**src/verilog/frmc_pkg.sv**
```systemverilog
/*
 * Shared constants and types for the flash read-mode front end: opcodes,
 * phase lengths, dummy tables, read settings, sequencer state and resets.
 * Assumes a single system clock domain; lengths are counted in link edges.
 */
`default_nettype none

package frmc_pkg;

	// Opcodes handled by this block
	localparam logic [7:0] CMD_QUAD_IO_READ = 8'hEB;
	localparam logic [7:0] CMD_DDR_QUAD_READ_WIDE_ADDR = 8'hEE;
	localparam logic [7:0] CMD_WRAP_SETUP = 8'h77;
	localparam logic [7:0] CMD_READ_PARAM = 8'hC0;
	localparam logic [7:0] CMD_WRAP_READ = 8'h0C;
	localparam logic [7:0] CMD_DDR_WRAP_READ = 8'h0E;
	localparam logic [7:0] CMD_QUAD_INSTR_ENTRY = 8'h38;
	localparam logic [7:0] CMD_QUAD_INSTR_EXIT = 8'hFF;

	// Phase lengths in sampling edges
	localparam logic [5:0] CMD_LEN_SPI = 6'h08;
	localparam logic [5:0] CMD_LEN_QIM = 6'h02;
	localparam logic [5:0] ADDR24_NIB = 6'h06;
	localparam logic [5:0] ADDR32_NIB = 6'h08;
	localparam logic [5:0] MODE_EDGES = 6'h02;
	localparam logic [5:0] WRAP_DUM24 = 6'h18;
	localparam logic [5:0] WRAP_DUM32 = 6'h20;
	localparam logic [5:0] WRAP_BYTE_BITS = 6'h08;
	localparam logic [5:0] PARAM_NIB = 6'h02;

	// Dummy clocks
	localparam logic [5:0] QIM_DUM_RST = 6'h02;
	localparam logic [5:0] DUM_CODE0 = 6'h0A;
	localparam logic [5:0] DUM_CODE1 = 6'h04;
	localparam logic [5:0] DUM_CODE2 = 6'h06;
	localparam logic [5:0] DUM_CODE3 = 6'h08;
	localparam logic [5:0] QREAD_DUM_DSEL0 = 6'h04;
	localparam logic [5:0] QREAD_DUM_DSEL1 = 6'h06;
	localparam logic [5:0] DDR_DUM_DSEL0 = 6'h08;
	localparam logic [5:0] DDR_DUM_DSEL1 = 6'h0A;

	// Learning pattern
	localparam logic [7:0] LEARN_PAT = 8'h34;
	localparam logic [5:0] PAT_BITS = 6'h08;
	localparam logic [5:0] PAT_DSEL_SHIFT = 6'h04;
	localparam logic [1:0] CONT_KEY = 2'h2;

	// Pin synchroniser reset: chip select idles high
	localparam logic [5:0] PIN_RST = 6'h10;

	typedef struct packed {
		logic wrap_dis;
		logic [1:0] wrap_size;
		logic dummy_prog;
		logic [1:0] dummy_cnt;
		logic [1:0] wrap_len;
	} frmc_rdcfg_s;

	localparam frmc_rdcfg_s CFG_RST = '{wrap_dis: 1'b1, default: '0};

	typedef enum logic [3:0] {
		ST_IDLE = 4'h0,
		ST_CMD = 4'h1,
		ST_ADDR = 4'h2,
		ST_MODE = 4'h3,
		ST_DUM = 4'h4,
		ST_DATA = 4'h5,
		ST_WDUM = 4'h6,
		ST_WBYTE = 4'h7,
		ST_PARM = 4'h8,
		ST_IGN = 4'h9
	} frmc_state_e;

	typedef struct packed {
		logic ok;
		logic ddr;
		logic [5:0] alen;
		logic [5:0] mlen;
		logic [5:0] dlim;
		logic [5:0] pst;
		logic wrap_on;
		logic [1:0] wsel;
	} frmc_plan_s;

	typedef struct packed {
		frmc_state_e st;
		logic [5:0] cnt;
		logic [31:0] sh;
		logic [7:0] cmd;
		logic quad;
		logic ddr;
		logic [5:0] mlen;
		logic wrap_on;
		logic [1:0] wsel;
		logic [5:0] dlim;
		logic [5:0] pst;
		logic [5:0] tick;
		logic nib;
		logic [3:0] lo;
		logic qim;
		logic cont;
		frmc_rdcfg_s cfg;
		logic [31:0] addr;
		logic rd;
		logic [3:0] dout;
		logic [3:0] oe_n;
	} frmc_seq_s;

	localparam frmc_seq_s SEQ_RST = '{st: ST_IDLE, oe_n: 4'hF, cfg: CFG_RST, default: '0};

endpackage : frmc_pkg

`default_nettype wire

```
**src/verilog/frmc_pin_sync.sv**
```systemverilog
/*
 * Two-stage synchroniser for the link pins plus one delay stage for edge
 * detection. Assumes the pins are asynchronous to clk_sys.
 */
`timescale 1ns/100ps
`default_nettype none

module frmc_pin_sync #(
	parameter int W = 6,
	parameter logic [W-1:0] RST = '0
) (
	// Clock and reset
	input wire logic clk_sys,
	input wire logic srst,
	// Pins in, synchronised and delayed copies out
	input wire logic [W-1:0] din,
	output logic [W-1:0] sync,
	output logic [W-1:0] dly
);

	logic [W-1:0] meta_q;
	logic [W-1:0] sync_q;
	logic [W-1:0] dly_q;

	// First stage feeds only the second stage
	always_ff @(posedge clk_sys) begin
		if (srst) begin
			meta_q <= RST;
			sync_q <= RST;
			dly_q <= RST;
		end else begin
			meta_q <= din;
			sync_q <= meta_q;
			dly_q <= sync_q;
		end
	end

	assign sync = sync_q;
	assign dly = dly_q;

endmodule : frmc_pin_sync

`default_nettype wire

```
**src/verilog/frmc_top.sv**
```systemverilog
/*
 * Flash read-mode front end: command decode for quad and DDR reads, wrap
 * setup, read parameters, quad-instruction mode and the learning pattern.
 * Assumes an array read port on clk_sys answering one cycle after mem_addr
 * moves, and a link clock far slower than clk_sys (eight cycles per half).
 */
// Behaviour
// - wide-address DDR quad read always takes 32 address bits
// - wide-address DDR quad read refused in quad-instruction mode
// - wrap size bits pick 8..64 bytes unless disabled
// - standard-mode quad reads wrap inside the page section
// - wrap disable resets to one, cleared only by setup
// - read parameter command only taken in quad-instruction mode
// - dummy count field maps to 10, 4, 6, 8
// - wrap length field maps to 8..64 bytes
// - reset gives 8-byte wrap length and 2 dummies
// - SDR wrap read wraps at parameter section boundary
// - DDR wrap read wraps at parameter section boundary
// - pattern enable drives learning pattern during dummies
// - pattern follows continuous mode bits, never replaces them
// - SDR pattern starts after mode bits, excess cut
// - DDR pattern fills the last four dummy clocks
// - DDR with dummy select outputs pattern bits 7..4
// - DDR quad with dummy select delays pattern two clocks
// - entry opcode works only with quad enable set
// - exit opcode returns to standard instruction mode
// - mode switch leaves wrap settings untouched
// - mode bits 10 skip the next opcode
`timescale 1ns/100ps
`default_nettype none

module frmc_top import frmc_pkg::*; (
	// Clock and reset
	input wire logic clk_sys,
	input wire logic srst,
	// Link pins
	input wire logic sclk,
	input wire logic cs_n,
	input wire logic [3:0] io_in,
	output logic [3:0] io_out,
	output logic [3:0] io_oe_n,
	// Configuration bits
	input wire logic quad_enable_bit,
	input wire logic learning_pattern_enable,
	input wire logic dummy_select_bit,
	input wire logic addr4_mode,
	input wire logic soft_reset,
	// Array read port
	output logic [31:0] mem_addr,
	output logic mem_rd,
	input wire logic [7:0] mem_data,
	// Status
	output logic qim_active,
	output logic cont_armed,
	output frmc_rdcfg_s read_cfg
);

	frmc_seq_s seq_q;
	frmc_seq_s seq_d;
	frmc_plan_s plan;
	logic [5:0] sync_w;
	logic [5:0] dly_w;
	logic go_addr;
	logic emit;

	// Read plan for one opcode under the current mode and settings
	function automatic frmc_plan_s plan_f(input logic [7:0] c, input logic qim,
		input logic a4, input logic dsel, input frmc_rdcfg_s g);
		frmc_plan_s p;
		logic [5:0] qd;
		logic [5:0] dd;
		p = '0;
		case (g.dummy_cnt)
			2'h0: qd = DUM_CODE0;
			2'h1: qd = DUM_CODE1;
			2'h2: qd = DUM_CODE2;
			default: qd = DUM_CODE3;
		endcase
		if (!g.dummy_prog) begin
			qd = QIM_DUM_RST;
		end
		dd = dsel ? DDR_DUM_DSEL1 : DDR_DUM_DSEL0;
		p.alen = a4 ? ADDR32_NIB : ADDR24_NIB;
		case (c)
			CMD_QUAD_IO_READ: begin
				p.ok = 1'b1;
				p.mlen = MODE_EDGES;
				p.wrap_on = !qim && !g.wrap_dis;
				p.wsel = g.wrap_size;
				if (qim) begin
					p.dlim = (qd > MODE_EDGES) ? qd - MODE_EDGES : 6'h00;
				end else begin
					p.dlim = dsel ? QREAD_DUM_DSEL1 : QREAD_DUM_DSEL0;
				end
			end
			CMD_DDR_QUAD_READ_WIDE_ADDR: begin
				p.ok = !qim;
				p.ddr = 1'b1;
				p.alen = ADDR32_NIB;
				p.mlen = MODE_EDGES;
				p.dlim = {dd[4:0], 1'b0};
				p.wrap_on = !g.wrap_dis;
				p.wsel = g.wrap_size;
			end
			CMD_WRAP_READ: begin
				p.ok = qim;
				p.dlim = qd;
				p.wrap_on = 1'b1;
				p.wsel = g.wrap_len;
			end
			CMD_DDR_WRAP_READ: begin
				p.ok = qim;
				p.ddr = 1'b1;
				p.dlim = {qd[4:0], 1'b0};
				p.wrap_on = 1'b1;
				p.wsel = g.wrap_len;
			end
			default: begin
				p.ok = 1'b0;
			end
		endcase
		// Pattern start edge: last four clocks for DDR, moved on by dummy select
		if (p.ddr) begin
			p.pst = ((p.dlim >= PAT_BITS) ? p.dlim - PAT_BITS : 6'h00)
				+ (dsel ? PAT_DSEL_SHIFT : 6'h00);
		end
		return p;
	endfunction : plan_f

	// Link pins pass two flip-flops before anything looks at them
	frmc_pin_sync #(.W(6), .RST(PIN_RST)) u_sync (
		.clk_sys(clk_sys),
		.srst(srst),
		.din({sclk, cs_n, io_in}),
		.sync(sync_w),
		.dly(dly_w)
	);

	// Edge and strobe decode
	wire sclk_rise = sync_w[5] && !dly_w[5];
	wire sclk_fall = !sync_w[5] && dly_w[5];
	wire cs_rise = sync_w[4] && !dly_w[4];
	wire cs_fall = !sync_w[4] && dly_w[4];
	wire [3:0] s_io = sync_w[3:0];
	wire in_edge = sclk_rise || (seq_q.ddr && sclk_fall);
	wire out_edge = sclk_fall || (seq_q.ddr && sclk_rise);
	wire last_in = in_edge && (seq_q.cnt == 6'h01);
	wire [5:0] cnt_dec = seq_q.cnt - 6'h01;

	// Shift in one bit, or a nibble once the lines are quad
	wire [31:0] shin = seq_q.quad ? {seq_q.sh[27:0], s_io} : {seq_q.sh[30:0], s_io[0]};
	wire [7:0] cmd_in = shin[7:0];
	wire cmd_done = (seq_q.st == ST_CMD) && last_in && !cs_rise && !cs_fall;
	wire [7:0] plan_cmd = (seq_q.st == ST_CMD) ? cmd_in : seq_q.cmd;
	wire entry_ok = (cmd_in == CMD_QUAD_INSTR_ENTRY) && !seq_q.qim && quad_enable_bit;
	wire exit_ok = (cmd_in == CMD_QUAD_INSTR_EXIT) && seq_q.qim;

	assign plan = plan_f(plan_cmd, seq_q.qim, addr4_mode, dummy_select_bit, seq_q.cfg);

	// Wrapped address step; sections are aligned inside a 256-byte page
	wire [31:0] wmask = {24'h000000, (8'h08 << seq_q.wsel) - 8'h01};
	wire [31:0] addr_inc = seq_q.addr + 32'h00000001;
	wire [31:0] addr_nxt = seq_q.wrap_on ?
		((seq_q.addr & ~wmask) | (addr_inc & wmask)) : addr_inc;

	// Learning pattern slot for the current dummy edge
	wire [5:0] pidx = seq_q.tick - seq_q.pst;
	wire pat_on = learning_pattern_enable && (seq_q.tick >= seq_q.pst)
		&& (pidx < PAT_BITS);
	wire pat_bit = LEARN_PAT[~pidx[2:0]];

	// Sequencer next state
	always_comb begin
		seq_d = seq_q;
		go_addr = 1'b0;
		emit = 1'b0;
		seq_d.rd = 1'b0;
		if (soft_reset) begin
			seq_d.cfg = CFG_RST;
		end
		if (cs_rise) begin
			seq_d.st = ST_IDLE;
			seq_d.oe_n = 4'hF;
		end else if (cs_fall) begin
			seq_d.st = ST_CMD;
			seq_d.tick = 6'h00;
			seq_d.nib = 1'b0;
			seq_d.ddr = 1'b0;
			seq_d.quad = seq_q.qim;
			seq_d.cnt = seq_q.qim ? CMD_LEN_QIM : CMD_LEN_SPI;
			go_addr = seq_q.cont && plan.ok;
		end else begin
			case (seq_q.st)
				ST_CMD: begin
					if (in_edge) begin
						seq_d.sh = shin;
						seq_d.cnt = cnt_dec;
					end
					if (cmd_done) begin
						seq_d.cmd = cmd_in;
						seq_d.st = ST_IGN;
						if (plan.ok) begin
							go_addr = 1'b1;
						end else if (cmd_in == CMD_WRAP_SETUP && !seq_q.qim) begin
							seq_d.st = ST_WDUM;
							seq_d.cnt = addr4_mode ? WRAP_DUM32 : WRAP_DUM24;
						end else if (cmd_in == CMD_READ_PARAM && seq_q.qim) begin
							seq_d.st = ST_PARM;
							seq_d.cnt = PARAM_NIB;
						end else if (entry_ok) begin
							seq_d.qim = 1'b1;
						end else if (exit_ok) begin
							seq_d.qim = 1'b0;
						end
					end
				end
				ST_ADDR: begin
					// Double rate opens on the first address rise, so the
					// opcode's closing fall is never taken as a nibble
					if (sclk_rise) begin
						seq_d.ddr = plan.ddr;
					end
					if (in_edge) begin
						seq_d.sh = shin;
						seq_d.cnt = cnt_dec;
					end
					if (last_in) begin
						seq_d.addr = (plan.alen == ADDR32_NIB) ? shin : {8'h00, shin[23:0]};
						seq_d.rd = 1'b1;
						seq_d.cnt = seq_q.mlen;
						seq_d.st = (seq_q.mlen != 6'h00) ? ST_MODE : ST_DUM;
					end
				end
				ST_MODE: begin
					if (in_edge) begin
						seq_d.sh = shin;
						seq_d.cnt = cnt_dec;
					end
					if (last_in) begin
						seq_d.cont = (shin[5:4] == CONT_KEY);
						seq_d.st = ST_DUM;
					end
				end
				ST_DUM: begin
					if (out_edge && seq_q.tick < seq_q.dlim) begin
						seq_d.tick = seq_q.tick + 6'h01;
						seq_d.dout = {4{pat_bit}};
						seq_d.oe_n = pat_on ? 4'h0 : 4'hF;
					end else if (out_edge) begin
						seq_d.st = ST_DATA;
						emit = 1'b1;
					end
				end
				ST_DATA: begin
					emit = out_edge;
				end
				ST_WDUM: begin
					if (in_edge) begin
						seq_d.cnt = cnt_dec;
					end
					if (last_in) begin
						seq_d.st = ST_WBYTE;
						seq_d.cnt = WRAP_BYTE_BITS;
					end
				end
				ST_WBYTE: begin
					if (in_edge) begin
						seq_d.sh = shin;
						seq_d.cnt = cnt_dec;
					end
					if (last_in) begin
						seq_d.cfg.wrap_dis = shin[4];
						seq_d.cfg.wrap_size = shin[6:5];
						seq_d.st = ST_IGN;
					end
				end
				ST_PARM: begin
					if (in_edge) begin
						seq_d.sh = shin;
						seq_d.cnt = cnt_dec;
					end
					if (last_in) begin
						seq_d.cfg.dummy_cnt = shin[5:4];
						seq_d.cfg.wrap_len = shin[1:0];
						seq_d.cfg.dummy_prog = 1'b1;
						seq_d.st = ST_IGN;
					end
				end
				default: begin
					seq_d.st = seq_q.st;
				end
			endcase
		end
		// Load a read plan; a continuous restart reuses the held opcode
		if (go_addr) begin
			seq_d.st = ST_ADDR;
			seq_d.quad = 1'b1;
			seq_d.ddr = 1'b0; // Opened at the first address rise
			seq_d.cnt = plan.alen;
			seq_d.mlen = plan.mlen;
			seq_d.dlim = plan.dlim;
			seq_d.pst = plan.pst;
			seq_d.wrap_on = plan.wrap_on;
			seq_d.wsel = plan.wsel;
		end
		// One nibble per output edge; the low half is held, not refetched
		if (emit) begin
			seq_d.oe_n = 4'h0;
			seq_d.nib = !seq_q.nib;
			if (!seq_q.nib) begin
				seq_d.dout = mem_data[7:4];
				seq_d.lo = mem_data[3:0];
				seq_d.addr = addr_nxt;
				seq_d.rd = 1'b1;
			end else begin
				seq_d.dout = seq_q.lo;
			end
		end
	end

	// State register
	always_ff @(posedge clk_sys) begin
		if (srst) begin
			seq_q <= SEQ_RST;
		end else begin
			seq_q <= seq_d;
		end
	end

	// Outputs straight from the state register
	assign io_out = seq_q.dout;
	assign io_oe_n = seq_q.oe_n;
	assign mem_addr = seq_q.addr;
	assign mem_rd = seq_q.rd;
	assign qim_active = seq_q.qim;
	assign cont_armed = seq_q.cont;
	assign read_cfg = seq_q.cfg;
endmodule : frmc_top

`default_nettype wire
```
**config.mk**
```make
export PLATFORM = sky130hd
export DESIGN_NAME = frmc_top
export DESIGN_NICKNAME = d
export VERILOG_FILES = /design/src/verilog/frmc_pkg.sv /design/src/verilog/frmc_pin_sync.sv /design/src/verilog/frmc_top.sv
export SDC_FILE = /design/constraint.sdc
export NUM_CORES = 1
export LEC_CHECK = 0
export BUFFER_PORTS_ARGS = -buffer_cell sky130_fd_sc_hd__buf_4
export CELL_PAD_IN_SITES_DETAIL_PLACEMENT = 0
export CELL_PAD_IN_SITES_GLOBAL_PLACEMENT = 1
export CORE_AREA = 2 2 103 179
export DETAILED_ROUTE_END_ITERATION = 10
export DIE_AREA = 0 0 105 181
export PLACE_DENSITY = 0.95
export SLEW_MARGIN = 20
export SYNTH_ARGS = -nofsm -noshare
export SYNTH_HDL_FRONTEND = slang
export SYNTH_HIERARCHICAL = 1
export SYNTH_SLANG_ARGS = --single-unit
```
**constraint.sdc**
```tcl
create_clock -name clk_sys -period 9.15 [get_ports clk_sys]
set_input_delay 1.83 -clock clk_sys [delete_from_list [all_inputs] [get_ports clk_sys]]
set_output_delay 1.83 -clock clk_sys [all_outputs]
set_load 0.05 [all_outputs]
```
==> impl_metrics.csv, run 1 <==
group,metric,value,unit
clock_network,cts-hold-fix-buffers,0,
sta,worst_slew_pin_slew,1.05,ns
placed_design,post-dp-hpwl,17500,µm
setup_path,crit_path_end_kind,"flop",
power_and_ir_drop,power.leakage,3.18,nW
floorplanning,core.rowCount,64,
floorplanning,ios,72,
placed_design,post-place-cells,1241,
route,drcViolationCount,0,
clock_network,cts_tree,"done",
run_status,outcome,"completed",
cells_and_area,multiInputGateArea,0.00480,mm²
setup_path,critical_path.slowest_cell,"sky130_fd_sc_hd__nor4b_2",
clock_network,postCtsSetupRepairBufs,0,
sta,finalWorstSetupSlack,5.22,ns
placed_design,gpl.final_weighted_congestion,0.923,
cells_and_area,antenna-diode-count,0,
setup_path,delay_of_the_slowest_cell_on_the_worst_path,0.71,ns
sta,timing.final.crit_share,0.430,
sta,worst_clock_skew,0.00745,ns
setup_path,worst-r2r-cell-count,8,
floorplanning,die-height,181,µm
sta,fin_tns_setup,0,ns
setup_path,highest_net_fanout_along_the_worst_path,19,
sta,drv_slew,0,
min_path,hold_class,"reg2reg",
cells_and_area,finalNonFillerCells,1273,
floorplanning,floorplan.core_area,0.0175,mm²
route,drt_first_iter_violations,514,
min_path,min_delay_path_depth,1,
route,vias_per_cell,6.03,
sta,max_clock_freq,0.254,GHz
synthesis,post_synthesis_net_count,1090,
power_and_ir_drop,p_per_area,154,mW/mm²
sta,unrepaired_setup_endpoints_after_global_routing,"false",
cells_and_area,final_area,0.00918,mm²
cells_and_area,nets,1072,
clock_network,htree_levels,4,
placed_design,port-buffer-count,71,
route,final_antenna_net_count,0,
clock_network,post_cts_resize_count,0,
cells_and_area,final_layout_size_suffix_gt1_frac,0.139,
sta,relSlewSlack,0.302,
clock_network,tritoncts.num_buffers,17,
synthesis,syn-cell-area,0.00834,mm²
synthesis,synthesis.yosys.warnings,6,
clock_network,cts_num_sinks,138,
floorplanning,initial_core_util,0.478,
setup_path,critical_path.cell_chain,"inv_1 > ha_1 > nor2_1 > nor4b_2 > nand2_1 > nor2_1 > a311oi_1 > a2111oi_0",
cells_and_area,register_area,0.00276,mm²
setup_path,crit_path_start_kind,"flop",
placed_design,placement.cell_area,0.00858,mm²
global_routing,grtUsageTotal,0.250,
route,detail_route.first_pass.iterations,5,
route,postRouteWirelength,23700,µm
global_routing,grt_max_degree,70,
global_routing,global_route_wire_length_before_repair,37800,µm
route,drt-wirelength-per-cell,18.6,µm
setup_path,timing.critical_path.required,9.46,ns
placed_design,dp_slack,5.29,ns
clock_network,clk_pin_slew,0.06,ns
global_routing,first_global_vias,7230,
clock_network,cts_buffer_depth,2,
cells_and_area,fillerInstances,1719,
floorplanning,floorplan.die_area,0.0190,mm²
sta,period_needed,3.93,ns
power_and_ir_drop,ir_drop,0.0978,mV
cells_and_area,area_delta_synth_final,10.1,%
floorplanning,overall_die_width,105,µm
sta,finalHoldViolCount,0,
run,maxCapViolCount,0,
setup_path,setup.worst_path.class,"reg2reg",
setup_path,crit_top_cell,"sky130_fd_sc_hd__nor2_1",
route,num_vias,7679,
global_routing,grt_remaining_overflow,0,
clock_network,cts_root_buf,"sky130_fd_sc_hd__clkbuf_16",
clock_network,clkLatencyLatePin,0.43,ns
sta,finalSetupViolCount,0,
setup_path,worst_ep_arrival_time,4.24,ns
synthesis,netlist_instances,1047,
global_routing,antenna_found_initial,0,
synthesis,syn_avg_cell_area,7.96,µm²
## report_power, final
group | internal, W | switching, W | total (W)
combinational | 0.0000328 | 0.0000541 | 0.0000869
clock | 0.000430 | 0.000280 | 0.000710
sequential | 0.000608 | 0.0000117 | 0.000620
## cell type report
cell class	instances	share of cell area
Timing Repair Buffer	79	0.0646
Clock buffer	18	0.0468
Inverter	35	0.0143
Tap cell	231	0.0315
Sequential cell	138	0.301
Clock inverter	14	0.0187
Multi-Input combinational cell	758	0.523
## worst max-delay path, delay by kind of cell (launching register included)
kind            cells  cell delay [ns]
simple gates        4             2.51
compound gates      2             0.52
fa+ha+maj           1             0.38
flops               1             0.33
buf+inv             1             0.05
## placed cells by master, fill, tap and decap left out, types with 6 or more instances in the layout
master and instances:
sky130_fd_sc_hd__nand2_1 94, sky130_fd_sc_hd__nor4_1 10, sky130_fd_sc_hd__and2_1 6, sky130_fd_sc_hd__nor2b_1 17, sky130_fd_sc_hd__buf_4 79, sky130_fd_sc_hd__clkbuf_16 17
sky130_fd_sc_hd__a221oi_1 11, sky130_fd_sc_hd__a311oi_1 8, sky130_fd_sc_hd__o211ai_1 11, sky130_fd_sc_hd__a21o_1 7, sky130_fd_sc_hd__nor2_1 110, sky130_fd_sc_hd__mux2i_1 31
sky130_fd_sc_hd__and3_1 18, sky130_fd_sc_hd__or3_1 12, sky130_fd_sc_hd__o21ai_0 37, sky130_fd_sc_hd__a21oi_1 83, sky130_fd_sc_hd__a32oi_1 6, sky130_fd_sc_hd__ha_1 21
sky130_fd_sc_hd__nand3_1 33, sky130_fd_sc_hd__dfxtp_1 137, sky130_fd_sc_hd__or2_2 8, sky130_fd_sc_hd__xnor2_1 10, sky130_fd_sc_hd__nor3_1 24, sky130_fd_sc_hd__nand2b_1 11
sky130_fd_sc_hd__a22o_1 7, sky130_fd_sc_hd__xor2_1 7, sky130_fd_sc_hd__inv_1 35, sky130_fd_sc_hd__nand4_1 12, sky130_fd_sc_hd__nor3b_1 10, sky130_fd_sc_hd__a211oi_1 38
sky130_fd_sc_hd__mux2_2 15, sky130_fd_sc_hd__a31oi_1 13, sky130_fd_sc_hd__o22ai_1 6
## metal layers
metal	share of wire	up-vias	wire length, µm	global-route usage
li1	-	3725	-	-
met1	0.38	3630	9070	0.271
met2	0.52	245	12300	0.453
met3	0.044	79	1050	0.0364
met4	0.055	0	1300	0.150
met5	0	-	0	0
## path summary, 6_finish.rpt
check | startpoint | to | slack, ns
hold / removal | u_sync/meta_q[5] | u_sync/sync[5] | 0.43
hold reg to reg | u_sync/meta_q[5] | u_sync/sync[5] | 0.43
setup / recovery | u_sync/dly[4] | mem_addr[20] | 5.22
setup reg to reg | u_sync/dly[4] | mem_addr[20] | 5.22
## stage by stage
step | power (W) | util | hold slack (ns)
5_1_grt | 0.00146 | 0.526 | 0.454
3_5_place_dp | 0.000718 | 0.491 | 0.421
3_3_place_gp | 0.000718 | 0.491 | 0.416
6_report | 0.00142 | 0.526 | 0.431
4_1_cts | 0.00142 | 0.526 | 0.436
2_1_floorplan | 0.000694 | - | 0.383
No activity file was read; power rests on OpenSTA's default activity.
==> run 2: changes to the inputs <==
- CORE_AREA: 2 2 103 179 -> 2 2 112 195
- DIE_AREA: 0 0 105 181 -> 0 0 114 197
- PLACE_DENSITY: 0.95 -> 0.87
- clock period: 9.15 -> 3.6 ns (I/O delays scaled with it)
==> run 2 against run 1 <==
  * Critical path depth grew 5
  * Count of clock-buffer cells in the layout grew 1
  * Die area grew 18%
  * Final cell count grew 3.9%
  * Register-to-register slack lost 4.9 ns
  * Core utilization shrank 7.6 points
  * Global-route usage shrank 3.0 points
  * Worst setup slack lost 4.9 ns
  * Critical endpoint is now seq_q[66]
  * Largest cell class unchanged
==> impl_metrics.csv, run 2 (same netlist as run 1, synthesis figures left out) <==
group,metric,value,unit
sta,timing.final.crit_share,0.898,
clock_network,tritoncts.num_buffers,17,
route,drt_first_iter_violations,496,
sta,unrepaired_setup_endpoints_after_global_routing,"false",
placed_design,gpl.final_weighted_congestion,0.924,
route,detail_route.first_pass.iterations,5,
clock_network,cts_root_buf,"sky130_fd_sc_hd__clkbuf_16",
cells_and_area,nets,1103,
clock_network,post_cts_resize_count,0,
route,final_antenna_net_count,0,
clock_network,cts_buffer_depth,2,
sta,drv_slew,0,
power_and_ir_drop,power.share.combinational,0.072,
power_and_ir_drop,cellInternalPower,0.00253,W
global_routing,first_global_vias,7465,
route,postRouteWirelength,24500,µm
sta,hold_ws,0.401,ns
power_and_ir_drop,p_sw_frac,0.252,
cells_and_area,antenna-diode-count,0,
floorplanning,ios,72,
clock_network,htree_levels,4,
min_path,min_delay_path_depth,1,
global_routing,grt_max_degree,61,
min_path,min-delay-start,"u_sync/meta_q[4]",
cells_and_area,layout.cells.most_common_list,"sky130_fd_sc_hd__dfxtp_1 (137), sky130_fd_sc_hd__nor2_1 (110), sky130_fd_sc_hd__buf_4 (108)",
clock_network,clk_pin_slew,0.06,ns
power_and_ir_drop,seq_power_share,0.464,
setup_path,highest_net_fanout_along_the_worst_path,7,
sta,max_clock_freq,0.309,GHz
clock_network,cts_tree,"done",
setup_path,timing.critical_path.required,3.90,ns
power_and_ir_drop,p_per_area,360,mW/mm²
floorplanning,die-height,197,µm
placed_design,post-place-cells,1293,
floorplanning,initial_core_util,0.400,
placed_design,port-buffer-count,71,
clock_network,cts-hold-fix-buffers,0,
cells_and_area,fillerInstances,2131,
cells_and_area,final_common_cell,"sky130_fd_sc_hd__dfxtp_1",
clock_network,clkLatencyLatePin,0.42,ns
route,drcViolationCount,0,
power_and_ir_drop,power.clock.fraction,0.463,
setup_path,worst_ep_arrival_time,3.54,ns
run_status,outcome,"completed",
setup_path,worst_r2r_endpoint,"seq_q[66]",
floorplanning,floorplan.die_area,0.0225,mm²
placed_design,post-dp-hpwl,18600,µm
setup_path,crit_path_start_kind,"flop",
global_routing,grt_remaining_overflow,0,
sta,finalSetupViolCount,0,
floorplanning,overall_die_width,114,µm
power_and_ir_drop,ir_drop,0.254,mV
sta,fin_tns_setup,0,ns
power_and_ir_drop,p_sw,0.000851,W
run,maxCapViolCount,0,
clock_network,cts_num_sinks,138,
route,num_vias,7749,
setup_path,ff2ff_setup_slack,0.37,ns
setup_path,setup.worst_path.class,"reg2reg",
cells_and_area,area_delta_synth_final,12.5,%
sta,period_needed,3.23,ns
sta,finalHoldViolCount,0,
global_routing,grtUsageTotal,0.220,
floorplanning,core.rowCount,70,
route,drt-wirelength-per-cell,18.5,µm
power_and_ir_drop,power.leakage,3.30,nW
min_path,hold_class,"reg2reg",
setup_path,worst-r2r-cell-count,13,
sta,worst_slew_pin_slew,0.902,ns
floorplanning,floorplan.core_area,0.0208,mm²
min_path,min_to,"u_sync/sync[4]",
clock_network,postCtsSetupRepairBufs,0,
cells_and_area,finalNonFillerCells,1323,
global_routing,global_route_wire_length_before_repair,39100,µm
sta,worst_clock_skew,0.0125,ns
global_routing,antenna_found_initial,0,
sta,relSlewSlack,0.399,
setup_path,critical_path.reg2reg.startpoint,"seq_q[132]",
route,vias_per_cell,5.86,
cells_and_area,final_layout_size_suffix_gt1_frac,0.162,
setup_path,crit_path_end_kind,"flop",
[run 2: changes by cell type in the layout (fill, tap and decap cells not counted)]
cell	previous run	this run
sky130_fd_sc_hd__buf_4	79	108
sky130_fd_sc_hd__clkinv_2	3	4
sky130_fd_sc_hd__clkinvlp_4	3	4
sky130_fd_sc_hd__buf_12	0	2
sky130_fd_sc_hd__bufinv_16	3	0
sky130_fd_sc_hd__clkbuf_8	0	1
sky130_fd_sc_hd__inv_6	3	1
[run 2: critical path: stages, from the launching register on]
cell                        delay (ns)
sky130_fd_sc_hd__dfxtp_1          0.34
sky130_fd_sc_hd__or4b_4           0.62
sky130_fd_sc_hd__a2111oi_4        0.49
sky130_fd_sc_hd__a2bb2oi_4        0.20
sky130_fd_sc_hd__a32o_1           0.17
sky130_fd_sc_hd__ha_1             0.16
sky130_fd_sc_hd__inv_1            0.04
sky130_fd_sc_hd__a211o_1          0.21
sky130_fd_sc_hd__a211oi_1         0.26
sky130_fd_sc_hd__nor2_1           0.10
sky130_fd_sc_hd__nor2_1           0.11
sky130_fd_sc_hd__ha_1             0.17
sky130_fd_sc_hd__xnor2_1          0.07
sky130_fd_sc_hd__a22o_1           0.20
[run 2: metrics by stage]
step / setup WS [ns] / total power (W) / area (µm²) / utilization
5_1_grt: 0.182 / 0.00350 / 9380 / 0.450
4_1_cts: 0.361 / 0.00341 / 9380 / 0.450
6_report: 0.366 / 0.00338 / 9380 / 0.450
2_1_floorplan: 0.400 / 0.00176 / 8340 / -
3_5_place_dp: 0.389 / 0.00184 / 8860 / 0.425
3_3_place_gp: 0.461 / 0.00184 / 8860 / 0.425
[run 2: cell type report]
cell class                      count  area (µm²)  area share
Sequential cell                   138        2760       0.295
Tap cell                          252         315      0.0336
Inverter                           35         131      0.0140
Multi-Input combinational cell    758        4800       0.512
Timing Repair Buffer              110         851      0.0907
Clock inverter                     11        76.3     0.00814
Clock buffer                       19         443      0.0472
[run 2: power groups by stage]
| stage | Combinational, W | Clock [W] | Sequential (W) |
|---|---|---|---|
| 2_1_floorplan | 0.000171 | 0 | 0.00159 |
| 3_3_place_gp | 0.000243 | 0 | 0.00160 |
| 3_5_place_dp | 0.000243 | 0 | 0.00160 |
| 4_1_cts | 0.000244 | 0.00160 | 0.00157 |
| 5_1_grt | 0.000268 | 0.00166 | 0.00157 |
| 6_report | 0.000245 | 0.00157 | 0.00157 |
[run 2: metal layers]
metal / vias up / track usage / part of all wire
met5: - / 0 / 0
met4: 0 / 0.140 / 0.054
met3: 74 / 0.0249 / 0.040
met2: 236 / 0.403 / 0.53
met1: 3670 / 0.235 / 0.38
li1: 3769 / - / -
[run 2: how the worst max path moves through the flow]
stage / startpoint / to / slack (ns) / cells past startpoint
3_3_place_gp: seq_q[132] / seq_q[66] / 0.46 / 13
6_report: seq_q[132] / seq_q[66] / 0.37 / 13
5_1_grt: seq_q[132] / seq_q[66] / 0.18 / 13
4_1_cts: seq_q[132] / seq_q[66] / 0.36 / 13
2_1_floorplan: seq_q[133] / seq_q[65] / 0.40 / 14
3_5_place_dp: seq_q[132] / seq_q[66] / 0.39 / 13
==> run 3: changes to the inputs <==
- MAX_ROUTING_LAYER: unset -> met4
==> run 3 against run 2 <==
  * Sequential cell count unchanged
  * Clock power up 22%
  * Largest power group is now clock
  * Combinational power about the same
  * Critical path type unchanged
  * Non-clock buffer count unchanged
==> impl_metrics.csv, run 3 (same netlist as run 1, synthesis figures left out) <==
group,metric,value,unit
run_status,outcome,"completed",
route,detail_route.first_pass.iterations,6,
global_routing,gr-usage-met1,0.228,
min_path,min_to,"u_sync/sync[4]",
route,postRouteWirelength,24800,µm
clock_network,cts_buffer_depth,2,
clock_network,postCtsSetupRepairBufs,0,
clock_network,cts_num_sinks,138,
sta,relSlewSlack,0.413,
sta,worst_slew_pin_slew,0.878,ns
placed_design,gpl.final_weighted_congestion,0.932,
global_routing,groute.layer.met3.usage,0.0351,
setup_path,crit_path_start_kind,"flop",
global_routing,grtUsageTotal,0.228,
sta,finalHoldViolCount,0,
clock_network,cts_tree,"done",
clock_network,htree_levels,4,
cells_and_area,nets,1103,
setup_path,ff2ff_setup_slack,0.43,ns
run,maxCapViolCount,0,
power_and_ir_drop,power.leakage,3.36,nW
sta,worst_clock_skew,0.00990,ns
cells_and_area,final_core_util,0.455,
floorplanning,floorplan.core_area,0.0208,mm²
setup_path,worst_ep_arrival_time,3.49,ns
setup_path,worst-path-buf-inv,1,
floorplanning,initial_core_util,0.400,
global_routing,globalRouteMet2Util,0.412,
global_routing,grt_max_degree,61,
min_path,min_delay_path_depth,1,
global_routing,antenna_found_initial,0,
global_routing,global_route_wire_length_before_repair,38800,µm
floorplanning,floorplan.die_area,0.0225,mm²
route,num_vias,7763,
power_and_ir_drop,power,0.00372,W
power_and_ir_drop,p_per_area,393,mW/mm²
placed_design,post-place-cells,1293,
route,final_antenna_net_count,0,
power_and_ir_drop,ir_drop,0.304,mV
clock_network,clk_pin_slew,0.06,ns
setup_path,setup.worst_path.class,"reg2reg",
global_routing,first_global_vias,7456,
sta,unrepaired_setup_endpoints_after_global_routing,"false",
min_path,min-delay-start,"u_sync/meta_q[4]",
placed_design,port-buffer-count,71,
sta,max_clock_freq,0.316,GHz
power_and_ir_drop,power.share.combinational,0.066,
placed_design,post-dp-hpwl,18700,µm
setup_path,timing.critical_path.required,3.92,ns
sta,timing.final.crit_share,0.880,
setup_path,critical_path.cell_chain,"or4b_4 > a2111oi_4 > a2bb2oi_4 > a32o_1 > ha_1 > inv_1 > a211o_1 > a211oi_1 > nor2_1 > nor2_1 > ha_1 > a22o_1",
cells_and_area,antenna-diode-count,0,
power_and_ir_drop,p_sw_frac,0.235,
setup_path,crit_cells,12,
cells_and_area,final_common_cell,"sky130_fd_sc_hd__dfxtp_1",
route,drt-wirelength-per-cell,18.7,µm
cells_and_area,layout.cells.most_common_list,"sky130_fd_sc_hd__dfxtp_1 (137), sky130_fd_sc_hd__nor2_1 (110), sky130_fd_sc_hd__buf_4 (109)",
floorplanning,ios,72,
sta,period_needed,3.17,ns
global_routing,grt_remaining_overflow,0,
setup_path,delay_of_the_slowest_cell_on_the_worst_path,0.62,ns
route,vias_per_cell,5.86,
sta,drv_slew,0,
setup_path,worst_r2r_endpoint,"seq_q[65]",
floorplanning,core.rowCount,70,
global_routing,top_usage_layer,"met2",
route,drcViolationCount,0,
power_and_ir_drop,power.clock.fraction,0.513,
cells_and_area,area_delta_synth_final,13.7,%
setup_path,critical_path.reg2reg.startpoint,"seq_q[132]",
cells_and_area,final_layout_size_suffix_gt1_frac,0.164,
setup_path,crit_path_end_kind,"flop",
setup_path,worst-r2r-cell-count,12,
min_path,hold_class,"reg2reg",
power_and_ir_drop,p_sw,0.000875,W
clock_network,post_cts_resize_count,0,
setup_path,critical_path.slowest_cell,"sky130_fd_sc_hd__or4b_4",
clock_network,cts_root_buf,"sky130_fd_sc_hd__clkbuf_16",
floorplanning,die-height,197,µm
clock_network,clkLatencyLatePin,0.44,ns
power_and_ir_drop,cellInternalPower,0.00285,W
floorplanning,overall_die_width,114,µm
clock_network,cts-hold-fix-buffers,0,
setup_path,crit_family,"compound AO/OA/AOI/OAI gates",
sta,finalSetupViolCount,0,
setup_path,highest_net_fanout_along_the_worst_path,7,
cells_and_area,finalNonFillerCells,1324,
clock_network,tritoncts.num_buffers,17,
power_and_ir_drop,seq_power_share,0.421,
sta,fin_tns_setup,0,ns
route,drt_first_iter_violations,545,
## run 3: cell types whose count changed in the layout (fill, tap and decap cells not counted)
| cell | change |
|---|---|
| sky130_fd_sc_hd__clkinv_2 | -1 |
| sky130_fd_sc_hd__buf_12 | -1 |
| sky130_fd_sc_hd__clkinv_4 | -1 |
| sky130_fd_sc_hd__clkbuf_8 | +2 |
| sky130_fd_sc_hd__bufinv_16 | +4 |
| sky130_fd_sc_hd__clkinvlp_4 | -2 |
| sky130_fd_sc_hd__clkbuf_1 | -1 |
| sky130_fd_sc_hd__buf_4 | +1 |
## run 3: power by group through the flow
| stage | logic (W) | clock network, W | registers, W |
|---|---|---|---|
| 4_1_cts | 0.000244 | 0.00195 | 0.00157 |
| 5_1_grt | 0.000265 | 0.00200 | 0.00157 |
| 3_5_place_dp | 0.000242 | 0 | 0.00160 |
| 3_3_place_gp | 0.000241 | 0 | 0.00160 |
| 2_1_floorplan | 0.000171 | 0 | 0.00159 |
| 6_report | 0.000245 | 0.00191 | 0.00157 |
## run 3: metrics by stage
stage,cell area (µm²),worst slack [ns],hold WS [ns]
floorplan,8340,0.400,0.383
global placement,8850,0.441,0.391
detailed placement,8850,0.464,0.421
CTS,9480,0.428,0.431
global route,9480,0.243,0.455
finish,9480,0.431,0.429
## run 3: layout make-up
type                    count  area (µm²)
clock buffers              20         467
clock inverters            11         168
fillers                  2108       11400
inverters                  35         131
multi-input cells         758        4800
flip-flops and latches    138        2760
well taps                 252         315
repair buffers            110         838
## run 3: worst max-delay path by stage
stage	slack (ns)	start	to
final	0.43	seq_q[132]	seq_q[65]
after global routing	0.24	seq_q[132]	seq_q[66]
after CTS	0.43	seq_q[132]	seq_q[65]
after detailed placement	0.46	seq_q[132]	seq_q[65]
after global placement	0.44	seq_q[132]	seq_q[66]
after floorplan	0.40	seq_q[133]	seq_q[65]
## run 3: routing by layer
metal  part of all wire  vias up
met5                  0        -
met4              0.054        0
met3              0.040       83
met2               0.53      255
met1               0.38     3649
li1                   -     3776
